==> config.mk <==
export PLATFORM = sky130hd
export DESIGN_NAME = adc_conversion_mode_sequencer
export DESIGN_NICKNAME = d
export VERILOG_FILES = /design/src/inc/adc_seq_pkg.sv /design/src/logic/adc_conversion_mode_sequencer.sv
export VERILOG_INCLUDE_DIRS = /design/src /design/src/inc
export SDC_FILE = /design/constraint.sdc
export NUM_CORES = 1
export LEC_CHECK = 0
export ABC_AREA = 1
export BUFFER_PORTS_ARGS = -buffer_cell sky130_fd_sc_hd__buf_2
export CAP_MARGIN = 10
export CORE_ASPECT_RATIO = 0.6
export CORE_MARGIN = 2
export CORE_UTILIZATION = 45
export DETAILED_ROUTE_END_ITERATION = 8
export MAX_ROUTING_LAYER = met4
export PLACE_DENSITY = 0.69
export RECOVER_POWER = 100
export SYNTH_ARGS = -nofsm -noshare
export SYNTH_HDL_FRONTEND = slang
export SYNTH_SLANG_ARGS = --single-unit
export TNS_END_PERCENT = 50
==> constraint.sdc <==
create_clock -name sys_clk -period 2.25 [get_ports sys_clk]
set_clock_uncertainty 0.05 [all_clocks]
set_input_delay 0.5625 -clock sys_clk [delete_from_list [all_inputs] [get_ports sys_clk]]
set_output_delay 0.5625 -clock sys_clk [all_outputs]
set_load 0.005 [all_outputs]
==> src/inc/adc_seq_cfg.svh <==
// Constants of the conversion sequencer: mode codes, widths, reset values.
// Guarded, so repeated includes in one compile unit are harmless; included by its bare name.
`ifndef ADC_SEQ_CFG_SVH
`define ADC_SEQ_CFG_SVH

// Operating mode codes on the mode select input
`define ADC_MODE_ONESHOT 2'h0
`define ADC_MODE_REPEAT 2'h1
`define ADC_MODE_SSWEEP 2'h2
`define ADC_MODE_RSWEEP0 2'h3

// Channel count and result width
`define ADC_NUM_CHAN 8
`define ADC_CHAN_W 3
`define ADC_RES_W 10

// Reset values
`define ADC_CHAN_RST 3'h0
`define ADC_RES_RST 10'h000

`endif

==> src/inc/adc_seq_pkg.sv <==
// Types shared by the conversion sequencer.
// Assumes adc_seq_cfg.svh is on the include path.
`include "adc_seq_cfg.svh"

package adc_seq_pkg;

    // Sequencer states, one-hot
    typedef enum logic [2:0] {
        ST_IDLE = 3'b001,
        ST_WAIT = 3'b010,
        ST_CONV = 3'b100
    } seq_state_t;

    typedef logic [`ADC_CHAN_W-1:0] chan_t;
    typedef logic [`ADC_RES_W-1:0] result_t;
    typedef result_t [`ADC_NUM_CHAN-1:0] result_bank_t;

    // Software control bits, all same clock domain
    typedef struct packed {
        logic start_set;   // Pulse: write 1 to start flag
        logic start_clr;   // Pulse: write 0 to start flag
        logic [1:0] mode;  // Operating mode
        chan_t chan_sel;   // Single-channel selection
        logic [1:0] sweep_grp; // Sweep group selection
        logic ext_sel;     // External trigger selected
    } ctrl_t;

    // Converter core answer
    typedef struct packed {
        logic done;        // Pulse: conversion finished
        result_t data;     // Result valid with done
    } core_ans_t;

    // Whole state of the sequencer
    typedef struct packed {
        seq_state_t st;
        logic flag;        // Conversion start flag
        logic req;         // Conversion request to core
        chan_t chan;       // Channel on the multiplexer
        logic irq;         // Completion interrupt pulse
        logic busy;        // Registered copy of state != idle
        logic trig_s1;     // Trigger synchroniser, first stage
        logic trig_s2;     // Trigger synchroniser, second stage
        logic trig_prev;   // Last synchronised trigger level
        result_bank_t res; // One result register per channel
    } seq_regs_t;

endpackage : adc_seq_pkg

==> src/logic/adc_conversion_mode_sequencer.sv <==
// Conversion mode sequencer for an eight-channel converter.
// Assumes control bits come from software logic on sys_clk, the core
// answers on sys_clk, and only the external trigger is asynchronous.
//
// How it works
// - Setting start flag begins conversion
// - Clearing start flag aborts and stops
// - One-shot converts selected channel once
// - One-shot and single sweep self-clear flag
// - External trigger keeps flag set at end
// - One-shot completion raises interrupt request
// - Repeat converts one channel forever, no interrupt
// - Results readable any time while converting
// - Each result lands in its channel register
// - Single sweep converts each group channel once
// - Sweep groups: 0-1, 0-3, 0-5, 0-7
// - Repeat sweep 0 loops until flag cleared

// Mode codes and reset values; guarded, so a second include is harmless
`include "adc_seq_cfg.svh"

module adc_conversion_mode_sequencer (
    input wire logic sys_clk,
    input wire logic rst_b,
    input wire logic ce,
    input wire adc_seq_pkg::ctrl_t ctrl,
    input wire logic ext_trig,
    input wire adc_seq_pkg::core_ans_t core_ans,
    output logic start_flag,
    output logic conv_req,
    output adc_seq_pkg::chan_t mux_chan,
    output logic conv_irq,
    output logic busy,
    output adc_seq_pkg::result_bank_t results
);

    // Registered state and its next value
    adc_seq_pkg::seq_regs_t s_ff;
    adc_seq_pkg::seq_regs_t nxt_s;

    // Highest channel of a sweep group: 1, 3, 5 or 7
    function automatic adc_seq_pkg::chan_t last_chan(input logic [1:0] grp);
        last_chan = {grp, 1'b1};
    endfunction : last_chan

    // Sweep modes start at channel zero
    function automatic logic is_sweep(input logic [1:0] mode);
        is_sweep = (mode == `ADC_MODE_SSWEEP) || (mode == `ADC_MODE_RSWEEP0);
    endfunction : is_sweep

    // Decoded helpers
    logic trig_rise;  // Synchronised trigger rising edge
    logic at_last;    // Current channel ends the sweep group
    logic self_stop;  // Mode that ends by itself

    assign trig_rise = s_ff.trig_s2 & ~s_ff.trig_prev;
    assign at_last = (s_ff.chan == last_chan(ctrl.sweep_grp));
    assign self_stop = (ctrl.mode == `ADC_MODE_ONESHOT) ||
                       (ctrl.mode == `ADC_MODE_SSWEEP && at_last);

    // Next-state logic for the whole sequencer
    always_comb begin
        nxt_s = s_ff;
        nxt_s.irq = 1'b0;
        // Trigger pin passes two flops before any use
        nxt_s.trig_s1 = ext_trig;
        nxt_s.trig_s2 = s_ff.trig_s1;
        nxt_s.trig_prev = s_ff.trig_s2;
        // Software write of 1 to the flag
        if (ctrl.start_set) begin
            nxt_s.flag = 1'b1;
        end
        case (s_ff.st)
            adc_seq_pkg::ST_IDLE: begin
                // Flag seen set: pick first channel and go
                if (s_ff.flag) begin
                    // Sweeps begin at zero, others use the selection
                    nxt_s.chan = is_sweep(ctrl.mode) ? `ADC_CHAN_RST : ctrl.chan_sel;
                    if (ctrl.ext_sel) begin
                        nxt_s.st = adc_seq_pkg::ST_WAIT;
                    end else begin
                        nxt_s.st = adc_seq_pkg::ST_CONV;
                        nxt_s.req = 1'b1;
                    end
                end
            end
            adc_seq_pkg::ST_WAIT: begin
                // Armed; the trigger edge starts the conversion
                if (trig_rise) begin
                    nxt_s.st = adc_seq_pkg::ST_CONV;
                    nxt_s.req = 1'b1;
                end
            end
            adc_seq_pkg::ST_CONV: begin
                // Request held high until the core answers
                if (core_ans.done) begin
                    nxt_s.res[s_ff.chan] = core_ans.data;
                    if (self_stop) begin
                        // End of one-shot or last sweep channel
                        nxt_s.st = adc_seq_pkg::ST_IDLE;
                        nxt_s.req = 1'b0;
                        // With external trigger the flag stays, rearming
                        if (!ctrl.ext_sel && !ctrl.start_set) begin
                            nxt_s.flag = 1'b0;
                        end
                        nxt_s.irq = (ctrl.mode == `ADC_MODE_ONESHOT);
                    end else if (ctrl.mode == `ADC_MODE_REPEAT) begin
                        // Same channel again, no interrupt
                        nxt_s.chan = s_ff.chan;
                    end else if (at_last) begin
                        // Repeat sweep 0 wraps to the first channel
                        nxt_s.chan = `ADC_CHAN_RST;
                    end else begin
                        // Next channel of the sweep
                        nxt_s.chan = 3'(s_ff.chan + 3'h1);
                    end
                end
            end
            default: begin
                // Illegal code: recover to idle
                nxt_s.st = adc_seq_pkg::ST_IDLE;
                nxt_s.req = 1'b0;
            end
        endcase
        // Writing 0 aborts everything; beats a same-cycle set
        if (ctrl.start_clr) begin
            nxt_s.flag = 1'b0;
            nxt_s.st = adc_seq_pkg::ST_IDLE;
            nxt_s.req = 1'b0;
            nxt_s.irq = 1'b0;
        end
        // Busy kept in a flop so the output has no decode glitch
        nxt_s.busy = (nxt_s.st != adc_seq_pkg::ST_IDLE);
    end

    // State register; clock enable freezes everything
    always_ff @(posedge sys_clk or negedge rst_b) begin
        if (!rst_b) begin
            s_ff <= '0;
            s_ff.st <= adc_seq_pkg::ST_IDLE;
        end else if (ce) begin
            s_ff <= nxt_s;
        end
    end

    // Outputs straight from the state flops
    assign start_flag = s_ff.flag;
    assign conv_req = s_ff.req;
    assign mux_chan = s_ff.chan;
    assign conv_irq = s_ff.irq;
    assign busy = s_ff.busy;
    // Result bank never blocked by ongoing conversions
    assign results = s_ff.res;

    // Conditions shared by several checks
    logic conv_end;
    assign conv_end = ce && s_ff.st == adc_seq_pkg::ST_CONV && core_ans.done && !ctrl.start_clr;
endmodule : adc_conversion_mode_sequencer

==> metrics.csv, run 1 <==
stage,metric,value,unit
clock_tree,post-CTS resize count,0,
synthesis,"Seq/Total Area, Yosys",0.514,
floorplanning,Core Box Area,9840,um^2
synthesis,synthesis-stage register bit count,93,
timing,Worst slew margin,0.372,
critical_path,most frequent CP cell,nor2_8,
clock_tree,H-tree Lvls,3,
place,GPL Wtd Cong,0.937,
critical_path,slowest CP cell,dfrtp_1,
timing,endpoints failing setup,0,
layout,most frequent cells in the layout,"123 x nand2_1, 92 x dfrtp_1, 82 x o21ai_0",
routing,detailed-route wire length per cell,15.1,um
place,HPWL after detailed placement,7.20,mm
timing,RSZ-0062 raised after global routing,false,
critical_path,FF-to-FF path depth,7,
grt,initial antenna violation count,0,
floorplanning,Starting Density,0.460,
critical_path,r2r setup slk,0.24,ns
grt,global-route wire length before repair,15.6,mm
floorplanning,width of the die,134,um
critical_path,crit-path cells,nor3_4 > inv_2 > nor2_8 > inv_4 > nor2_8 > nand3_2 > o21ai_0,
critical_path,CP startpoint,s_ff[91],
routing,vias,3134,
critical_path,Worst EP required,2.45,ns
clock_tree,Clock Pin Slew Worst Setup and Hold Paths,0.07,ns
timing,Fin Setup TNS,0,ns
synthesis,Post-Syn Area,4530,um^2
layout,P&R area growth vs syn,3.92,%
synthesis,syn_area_per_cell,9.33,um^2
routing,Iter 0 DRT Violations,210,
routing,DRC viols,0,
synthesis,Yosys top cell by area,dfrtp_1,
flow_run,Max-Cap Viols,0,
synthesis,top-area cell type share of the netlist area,0.508,
outcome,status,"complete, no violations",
synthesis,count of different cell masters after synthesis,30,
critical_path,Worst path max stage delay,0.44,ns
timing,worst slew pin tran,0.942,ns
clock_tree,TritonCTS clock tree,built,
place,Place WS,0.232,ns
routing,drt first pass iters,5,
clock_tree,Setup Buffers After CTS,0,
grt,total track usage,0.198,
grt,vias in the first global route,2921,
timing,Setup WS post-layout,0.238,ns
layout,filler cell count,1003,
timing,"Slew Viols, Final",0,
layout,"Design Area, Final",4710,um^2
critical_path,reg-to-reg startpoint,s_ff[91],
place,Area after DPL,4500,um^2
pwr,Peak VDD IR,0.396,mV
timing,Final period util,0.894,
critical_path,crit-path max FO,20,
layout,"most common cell after layout, fill and taps aside",nand2_1,
critical_path,Worst Path Arrival,2.21,ns
synthesis,Ys Warns,0,
layout,share of post-route cells with drive strength above 1,0.175,
critical_path,Critical Path End,results[54],
layout,Final nets,535,
floorplanning,row count,28,
critical_path,crit path kind,reg -> reg,
clock_tree,Num Clock Sinks,93,
clock_tree,clock buffer depth,2,
floorplanning,Top Ports,112,
timing,Max Clock Freq,497,MHz
grt,largest net degree at the start of global routing,45,
clock_tree,# hold bufs at CTS,0,
synthesis,Syn Nets,512,
timing,Final Critical Period,2.01,ns
critical_path,CP startpoint kind,flip-flop,
pwr,cell area power density,825,nW/um^2
pwr,Leakage,2.35,nW
critical_path,Crit Reg-Reg Endpoint,results[54],
worst_hold_path,Hold WC Path Type,in -> async,
synthesis,Area contributors post-synth,"dfrtp_1 51%, buf_4 14%, nand2_1 10%, o21ai_1 7.9%, buf_6 3.0%",
critical_path,Setup crit end kind,flip-flop,
clock_tree,Clock Latency Late Sink,0.34,ns
synthesis,synthesized instance count,486,
floorplanning,Total Die Area,10900,um^2
routing,vias per cell,4.82,
timing,final hold violations,0,
clock_tree,Clock Root Buffer,clkbuf_16,
routing,ANT nets after route,0,
routing,WL final,9.84,mm
clock_tree,total CTS buffers,9,
place,port buffer count,111,
grt,remaining global-route overflow,0,
floorplanning,die height,81.7,um
==> where the power goes <==
part / internal, mW / total (mW) / switching, mW
combinational: 0.135 / 0.414 / 0.278
clock: 0.977 / 1.62 / 0.645
sequential: 1.76 / 1.85 / 0.0939
total: 2.87 / 3.88 / 1.02
==> flip-flops by register name (all words and copies together), names as in the netlist <==
register,cells
nxt_s,2
conv_req,1
results,80
mux_chan,3
busy,1
conv_irq,1
start_flag,1
s_ff,4
==> synthesized netlist by cell type <==
| library cell | n |
|---|---|
| dfrtp_1 | 92 |
| buf_4 | 83 |
| inv_1 | 31 |
| dfstp_2 | 1 |
| o21a_1 | 1 |
| o21ai_2 | 8 |
| o31ai_1 | 1 |
| nor3_4 | 1 |
| nand2_1 | 123 |
| inv_4 | 1 |
| or2_2 | 1 |
| o21ai_1 | 72 |
| nor2_1 | 9 |
| nand3_2 | 6 |
| buf_6 | 12 |
| and3_1 | 1 |
| xnor2_1 | 1 |
| o21ai_0 | 8 |
| clkbuf_1 | 2 |
| nand4_4 | 2 |
| and2_1 | 1 |
| nand4_1 | 1 |
| a21oi_1 | 1 |
| buf_2 | 5 |
| nor2_8 | 2 |
| nand3_1 | 15 |
| a31oi_1 | 2 |
| o41ai_1 | 1 |
| ha_1 | 1 |
| inv_2 | 1 |
==> per-stage QoR <==
step	total power, mW	util	hold WS (ns)	std cells
final	3.88	0.479	0.297	650
after global routing	4.09	0.478	0.372	649
after CTS	3.95	0.490	0.145	649
after detailed placement	2.32	0.458	0.405	633
after global placement	2.31	0.458	0.403	633
after floorplan	2.19	-	0.217	486
==> final cells by class <==
class / instances / area [um^2] / share of cell area
diodes: 1 / 2.50 / 0.000531
clock buffers: 9 / 225 / 0.0478
clock inverters: 7 / 97.6 / 0.0207
inverters: 33 / 126 / 0.0268
multi-input cells: 258 / 1260 / 0.268
flip-flops and latches: 93 / 2330 / 0.494
well taps: 135 / 169 / 0.0359
repair buffers: 114 / 500 / 0.106
==> worst max-delay path: cells and delay by family, from the launching register on <==
kind / cells / cell delay, ns
DFF: 1 / 0.44
and+or+nand+nor: 4 / 0.93
buffers and inverters: 2 / 0.19
AOI/OAI and AO/OA: 1 / 0.30
==> how the worst min path moves through the flow <==
stage	startpoint	to	slack, ns	cells after the start
CTS	rst_b	nxt_s[80]	0.15	1
detailed placement	conv_req	conv_req	0.41	2
global route	rst_b	nxt_s[81]	0.37	1
finish	rst_b	start_flag	0.30	1
floorplan	rst_b	busy	0.22	0
global placement	conv_req	conv_req	0.40	2
==> kinds of logic after synthesis <==
kind of cell,share of synthesized area
DFF,0.514
buffers and inverters,0.202
AOI/OAI and AO/OA,0.113
xor gates and xnor gates,0.00193
and+or+nand+nor,0.166
adders and majority gates,0.00276
==> metal layers <==
| metal | up-vias | global-route usage | share of wire |
|---|---|---|---|
| met5 | - | - | 0 |
| met4 | 0 | 0.0457 | 0.0098 |
| met3 | 12 | 0.0574 | 0.077 |
| met2 | 123 | 0.284 | 0.42 |
| met1 | 1478 | 0.279 | 0.49 |
| li1 | 1521 | - | - |
Power figures use the tool's default switching activity.
==> run 2, diff against run 1 <==
- ABC_AREA: 1 -> unset
- CORE_MARGIN: 2 -> 4
- CTS_BUF_LIST: unset -> sky130_fd_sc_hd__clkbuf_2
==> run 2 against run 1 <==
  * First-iteration DRC count shrank 52%
  * Cell area down 1.7%
  * Sequential power about the same
  * Largest cell class unchanged
  * Clock power fell by 59%
  * Clock-buffer cell count increased by 2
==> metrics.csv, run 2 <==
stage,metric,value,unit,change
outcome,status,"complete, no violations",,
synthesis,syn_area_per_cell,12.8,um^2,+37%
routing,drt first pass iters,4,,-1
pwr,total power,2.99,mW,-23%
synthesis,largest family of logic cells by synthesized area,multiplexers,,
synthesis,"count leader, synth",dfrtp_1,,
pwr,Clk pwr share,0.222,,-0.196
synthesis,Synth Area in Compound Gates,0.0377,,-0.0752
routing,detailed-route wire length per cell,18.3,um,+21%
routing,ANT nets after route,0,,unchanged
synthesis,Post-Syn Area,4510,um^2,-0.50%
synthesis,synthesis-stage register bit count,93,,unchanged
critical_path,crit-path max FO,11,,-45%
clock_tree,Setup Buffers After CTS,0,,unchanged
synthesis,Synth Area in Adders,0.00277,,+0.0000138
routing,WL final,9.66,mm,-1.8%
timing,Fin Setup TNS,0,ns,unchanged
routing,vias per cell,5.11,,+6.1%
timing,RSZ-0062 raised after global routing,false,,
critical_path,crit path kind,reg -> reg,,
floorplanning,Core Box Area,9460,um^2,-3.9%
place,Place WS,0.131,ns,-0.101 ns
critical_path,Setup crit end kind,flip-flop,,
synthesis,Syn Nets,379,,-26%
routing,vias,2700,,-14%
timing,worst slew pin tran,0.707,ns,-0.235 ns
grt,global-route wire length before repair,15.2,mm,-2.3%
floorplanning,row count,27,,-3.6%
layout,share of post-route cells with drive strength above 1,0.442,,+0.267
flow_run,Max-Cap Viols,0,,unchanged
timing,endpoints failing setup,0,,unchanged
layout,Final nets,419,,-22%
floorplanning,Total Die Area,11700,um^2,+7.5%
synthesis,Synth async-reset ratio,1.00,,unchanged
routing,Iter 0 DRT Violations,100,,-52%
timing,final hold violations,0,,unchanged
timing,"Slew Viols, Final",0,,unchanged
place,port buffer count,111,,unchanged
synthesis,Synth Area in XOR/XNOR,0.00583,,+0.00389
pwr,Peak VDD IR,0.409,mV,+3.2%
synthesis,post-synthesis mux area share,0.212,,+0.212
timing,Final period util,0.953,,+0.0582
synthesis,Yosys top cell by area,dfrtp_1,,
synthesis,top-area cell type share of the netlist area,0.510,,+0.00254
timing,Final Critical Period,2.14,ns,+0.131 ns
pwr,switching power share of the total,0.290,,+0.0284
pwr,combinational group share of total power,0.152,,+0.046
synthesis,"top cells by count, synth","92 x dfrtp_1, 85 x buf_4, 84 x mux2_2, 8 x o21ai_0",,
place,DP Cell Count,511,,-19%
layout,P&R area growth vs syn,2.69,%,
critical_path,Worst Path Arrival,2.53,ns,+0.32 ns
clock_tree,Num Clock Sinks,93,,unchanged
layout,max reg flops,80,,unchanged
layout,post-route insts no fill,528,,-19%
grt,largest net degree at the start of global routing,45,,unchanged
grt,total track usage,0.178,,-0.0199
floorplanning,Top Ports,112,,unchanged
layout,n_diodes,0,,-1
worst_hold_path,Hold WC Path Type,in -> reg,,
synthesis,top_reg_cell synth,dfrtp_1,,
floorplanning,width of the die,137,um,+2.8%
synthesis,synthesized instance count,353,,-27%
grt,remaining global-route overflow,0,,unchanged
clock_tree,total CTS buffers,9,,unchanged
clock_tree,H-tree Lvls,3,,unchanged
synthesis,"Seq/Total Area, Yosys",0.516,,+0.00256
place,HPWL after detailed placement,7.04,mm,-2.2%
synthesis,Synth Area in Simple Gates,0.0671,,-0.0993
floorplanning,die height,85.6,um,+4.7%
timing,Worst slew margin,0.528,,+0.156
synthesis,count of different cell masters after synthesis,43,,+43%
synthesis,Area contributors post-synth,"dfrtp_1 51%, mux2_2 21%, buf_4 14%, o21ai_0 0.89%, nor3b_4 0.83%",,
clock_tree,clock buffer depth,2,,unchanged
grt,vias in the first global route,2711,,-7.2%
synthesis,Post-synth EDFFs,0,,unchanged
pwr,Leakage,2.39,nW,+1.8%
pwr,sequential cell fraction of total power,0.626,,+0.150
place,GPL Wtd Cong,0.938,,+0.11%
clock_tree,Clock Root Buffer,clkbuf_2,,
layout,most frequent cells in the layout,"92 x dfrtp_1, 84 x mux2_2, 58 x buf_2",,
critical_path,Worst EP required,2.64,ns,+0.19 ns
grt,initial antenna violation count,0,,unchanged
pwr,P_sw,0.868,mW,-15%
layout,"most common cell after layout, fill and taps aside",dfrtp_1,,
routing,DRC viols,0,,unchanged
pwr,Int Pwr,2.12,mW,-26%
timing,Max Clock Freq,467,MHz,-6.1%
timing,Setup WS post-layout,0.107,ns,-0.131 ns
clock_tree,Clock Pin Slew Worst Setup and Hold Paths,0.23,ns,+0.16 ns
clock_tree,Clock Latency Late Sink,0.53,ns,+0.19 ns
pwr,cell area power density,646,nW/um^2,-22%
synthesis,Ys Warns,0,,unchanged
floorplanning,Starting Density,0.477,,+0.0164
critical_path,CP startpoint kind,flip-flop,,
layout,"Core Util, Final",0.490,,+0.0112
clock_tree,TritonCTS clock tree,built,,
run 2: logic make-up after synthesis:
kind of cell / after synthesis
multiplexers: 85
adder cells (fa/ha/maj): 1
AO/OA/AOI/OAI: 26
XOR/XNOR: 3
flip-flops: 93
AND/OR/NAND/NOR: 45
buffers and inverters: 100
run 2: path summary, 6_finish.rpt:
| kind | startpoint | to | slack [ns] | depth (start not counted) |
|---|---|---|---|---|
| setup / recovery | s_ff[90] | results[60] | 0.11 | 6 |
| hold / removal | ext_trig | nxt_s[81] | 0.18 | 2 |
| setup reg to reg | s_ff[90] | results[60] | 0.11 | 6 |
| hold reg to reg | results[75] | results[75] | 0.48 | 1 |
| max in group asynchronous | rst_b | results[45] | 0.51 | 3 |
| min in group asynchronous | rst_b | results[37] | 0.51 | 2 |
run 2: stage by stage:
stage / instance area (um^2) / hold slack (ns)
5_1_grt: 4630 / 0.102
3_3_place_gp: 4630 / 0.431
6_report: 4630 / 0.181
3_5_place_dp: 4630 / 0.438
2_1_floorplan: 4510 / 0.217
4_1_cts: 4730 / 0.120
run 2: worst max-delay path, stage by stage, from the launching register on:
cell and delay (ns):
dfstp_2 0.48, nor3b_4 0.30, nand2_2 0.17, nor3b_4 0.30, and3_1 0.19, buf_4 0.20, mux2_2 0.35
run 2: per-layer routing:
layer,track usage,part of all wire
met1,0.245,0.47
met2,0.253,0.43
met3,0.0645,0.083
met4,0.0380,0.0086
met5,-,0
run 2: power groups by stage:
stage / sequential (mW) / clock (mW) / combinational [mW]
6_report: 1.87 / 0.665 / 0.454
5_1_grt: 1.89 / 0.777 / 0.510
4_1_cts: 1.87 / 0.702 / 0.481
3_5_place_dp: 1.90 / 0 / 0.479
3_3_place_gp: 1.89 / 0 / 0.471
2_1_floorplan: 1.86 / 0 / 0.377
run 2: area by class of cell:
cell class	count	area, um^2
Inverter	6	22.5
Fill cell	881	4830
Timing Repair Buffer	123	566
Clock inverter	5	27.5
Tap cell	130	163
Sequential cell	93	2330
Multi-Input combinational cell	160	1470
Clock buffer	11	55.1
run 2: repair_timing:
item / in CTS / in global routing
hold endpoints to repair: 27 / 0
hold buffers: 1 / 0
gates resized for setup: 0 / 1
endpoints found under the setup margin: 0 / 1
==> run 3, diff against run 2 <==
- REMOVE_ABC_BUFFERS: unset -> 1
==> run 3 against run 2 <==
  * Global-route usage decreased by 0.78 points
  * Sequential share of layout area decreased by 0.34 points
  * Critical path depth unchanged
  * Critical endpoint is now results[69]
  * Maximum frequency increased by 1.6%
  * Critical path type unchanged
  * Combinational power about the same
  * Via count decreased by 2.3%
  * Final cell count decreased by 0.19%
  * Highest routed layer unchanged
  * Die area unchanged
  * Total power increased by 5.4%
  * Worst setup slack improved by 0.033 ns
  * Cell area increased by 0.68%
==> metrics.csv, run 3 (synthesized netlist as in run 2, its figures left out) <==
stage,metric,value,unit,change
timing,Final Critical Period,2.11,ns,-0.0334 ns
worst_hold_path,Hold WC Path Type,in -> reg,,
timing,RSZ-0062 raised after global routing,false,,
critical_path,Worst EP required,2.65,ns,about the same
routing,ANT nets after route,0,,unchanged
clock_tree,Setup Buffers After CTS,0,,unchanged
critical_path,slowest CP cell,dfstp_2,,
routing,vias,2637,,-2.3%
floorplanning,die height,85.6,um,unchanged
timing,Setup WS post-layout,0.140,ns,+0.0334 ns
clock_tree,clock buffer depth,2,,unchanged
pwr,cell area power density,676,nW/um^2,+4.7%
clock_tree,Clock Pin Slew Worst Setup and Hold Paths,0.23,ns,about the same
floorplanning,row count,27,,unchanged
layout,multi-input logic area,1470,um^2,-0.17%
timing,Max Clock Freq,474,MHz,+1.6%
clock_tree,total CTS buffers,9,,unchanged
timing,Final period util,0.938,,-0.0149
clock_tree,Num Clock Sinks,93,,unchanged
pwr,Clk pwr share,0.263,,+0.041
place,port buffer count,111,,unchanged
layout,register area,2330,um^2,unchanged
layout,"Core Util, Final",0.493,,+0.00331
routing,Iter 0 DRT Violations,90,,-10%
layout,share of post-route cells with drive strength above 1,0.448,,+0.00615
layout,P&R area growth vs syn,3.38,%,
grt,vias in the first global route,2689,,-0.81%
clock_tree,Clock Root Buffer,clkbuf_2,,
floorplanning,width of the die,137,um,unchanged
layout,n_diodes,0,,unchanged
layout,filler cell count,866,,-1.7%
place,DP Cell Count,510,,-0.20%
clock_tree,TritonCTS clock tree,built,,
pwr,P_sw,0.910,mW,+4.8%
pwr,sequential cell fraction of total power,0.593,,-0.033
timing,final hold violations,0,,unchanged
routing,drt first pass iters,4,,unchanged
pwr,Leakage,2.42,nW,+0.89%
critical_path,CP startpoint kind,flip-flop,,
routing,WL final,9.32,mm,-3.4%
place,HPWL after detailed placement,6.88,mm,-2.2%
pwr,Peak VDD IR,0.411,mV,+0.50%
grt,remaining global-route overflow,0,,unchanged
timing,worst hold margin,0.196,ns,+0.0147 ns
clock_tree,post-CTS resize count,0,,unchanged
pwr,combinational group share of total power,0.143,,-0.009
timing,"Slew Viols, Final",0,,unchanged
pwr,Int Pwr,2.24,mW,+5.6%
grt,initial antenna violation count,0,,unchanged
place,GPL Wtd Cong,0.848,,-9.6%
grt,global-route wire length before repair,14.6,mm,-4.0%
outcome,status,"complete, no violations",,
timing,endpoints failing setup,0,,unchanged
grt,largest net degree at the start of global routing,37,,-18%
clock_tree,Clock Latency Late Sink,0.53,ns,about the same
timing,worst slew pin tran,1.08,ns,+0.377 ns
pwr,switching power share of the total,0.289,,-0.00158
layout,most frequent cells in the layout,"92 x dfrtp_1, 84 x mux2_2, 60 x buf_2",,
grt,total track usage,0.170,,-0.00776
floorplanning,Top Ports,112,,unchanged
floorplanning,Starting Density,0.477,,unchanged
timing,Worst slew margin,0.277,,-0.252
routing,vias per cell,5.00,,-2.1%
routing,DRC viols,0,,unchanged
critical_path,crit path kind,reg -> reg,,
timing,Fin Setup TNS,0,ns,unchanged
layout,max reg flops,80,,unchanged
critical_path,crit-path max FO,11,,unchanged
pwr,total power,3.15,mW,+5.4%
floorplanning,Total Die Area,11700,um^2,unchanged
critical_path,Worst Path Arrival,2.51,ns,-0.02 ns
flow_run,Max-Cap Viols,0,,unchanged
critical_path,most frequent CP cell,nor3b_4,,
place,Area after DPL,4630,um^2,-0.16%
critical_path,Worst path max stage delay,0.48,ns,about the same
layout,"most common cell after layout, fill and taps aside",dfrtp_1,,
layout,post-route insts no fill,527,,-0.19%
critical_path,crit-path cells,nor3b_4 > nand2_2 > nor3b_4 > and3_1 > buf_4 > mux2_2,,
routing,detailed-route wire length per cell,17.7,um,-3.2%
layout,"Design Area, Final",4660,um^2,+0.68%
layout,Final nets,418,,-0.24%
critical_path,Setup crit end kind,flip-flop,,
floorplanning,Core Box Area,9460,um^2,unchanged
clock_tree,H-tree Lvls,3,,unchanged
place,Place WS,0.136,ns,+0.00487 ns
[run 3: final timing paths]
kind                          start          end  slack, ns  cells past startpoint
setup / recovery           s_ff[90]  results[69]       0.14                      6
min in group asynchronous     rst_b  results[48]       0.67                      2
max in group asynchronous     rst_b     s_ff[90]       0.30                      3
hold / removal             ext_trig    nxt_s[81]       0.20                      2
setup reg to reg           s_ff[90]  results[69]       0.14                      6
hold reg to reg            s_ff[80]     s_ff[80]       0.48                      1
[run 3: final cells by class]
| class | instances | area share |
|---|---|---|
| clock inverters | 7 | 0.0158 |
| multi-input cells | 160 | 0.315 |
| flip-flops and latches | 93 | 0.499 |
| repair buffers | 122 | 0.121 |
| clock buffers | 9 | 0.00966 |
| well taps | 130 | 0.0349 |
| inverters | 6 | 0.00483 |
[run 3: worst max-delay path, delay by kind of cell (launching register included)]
kind	cells	cell delay [ns]
mux	1	0.35
flops	1	0.48
simple gates	4	0.95
buf+inv	1	0.20
[run 3: metal layers]
layer	routed length [um]	vias to the layer above	global-route usage
met1	4600	1293	0.240
met5	0	-	-
li1	-	1232	-
met2	3840	104	0.234
met3	818	8	0.0627
met4	61	0	0.0380
[run 3: power groups by stage]
stage | clock network, mW | registers, mW | logic, mW
floorplan | 0 | 1.91 | 0.207
global placement | 0 | 1.89 | 0.467
detailed placement | 0 | 1.90 | 0.475
CTS | 0.867 | 1.87 | 0.478
global route | 0.942 | 1.89 | 0.508
finish | 0.830 | 1.87 | 0.452
[run 3: timing repair]
action,CTS,global route
setup endpoints to repair,0,1
endpoints found under the hold margin,17,0
hold buffers,1,0
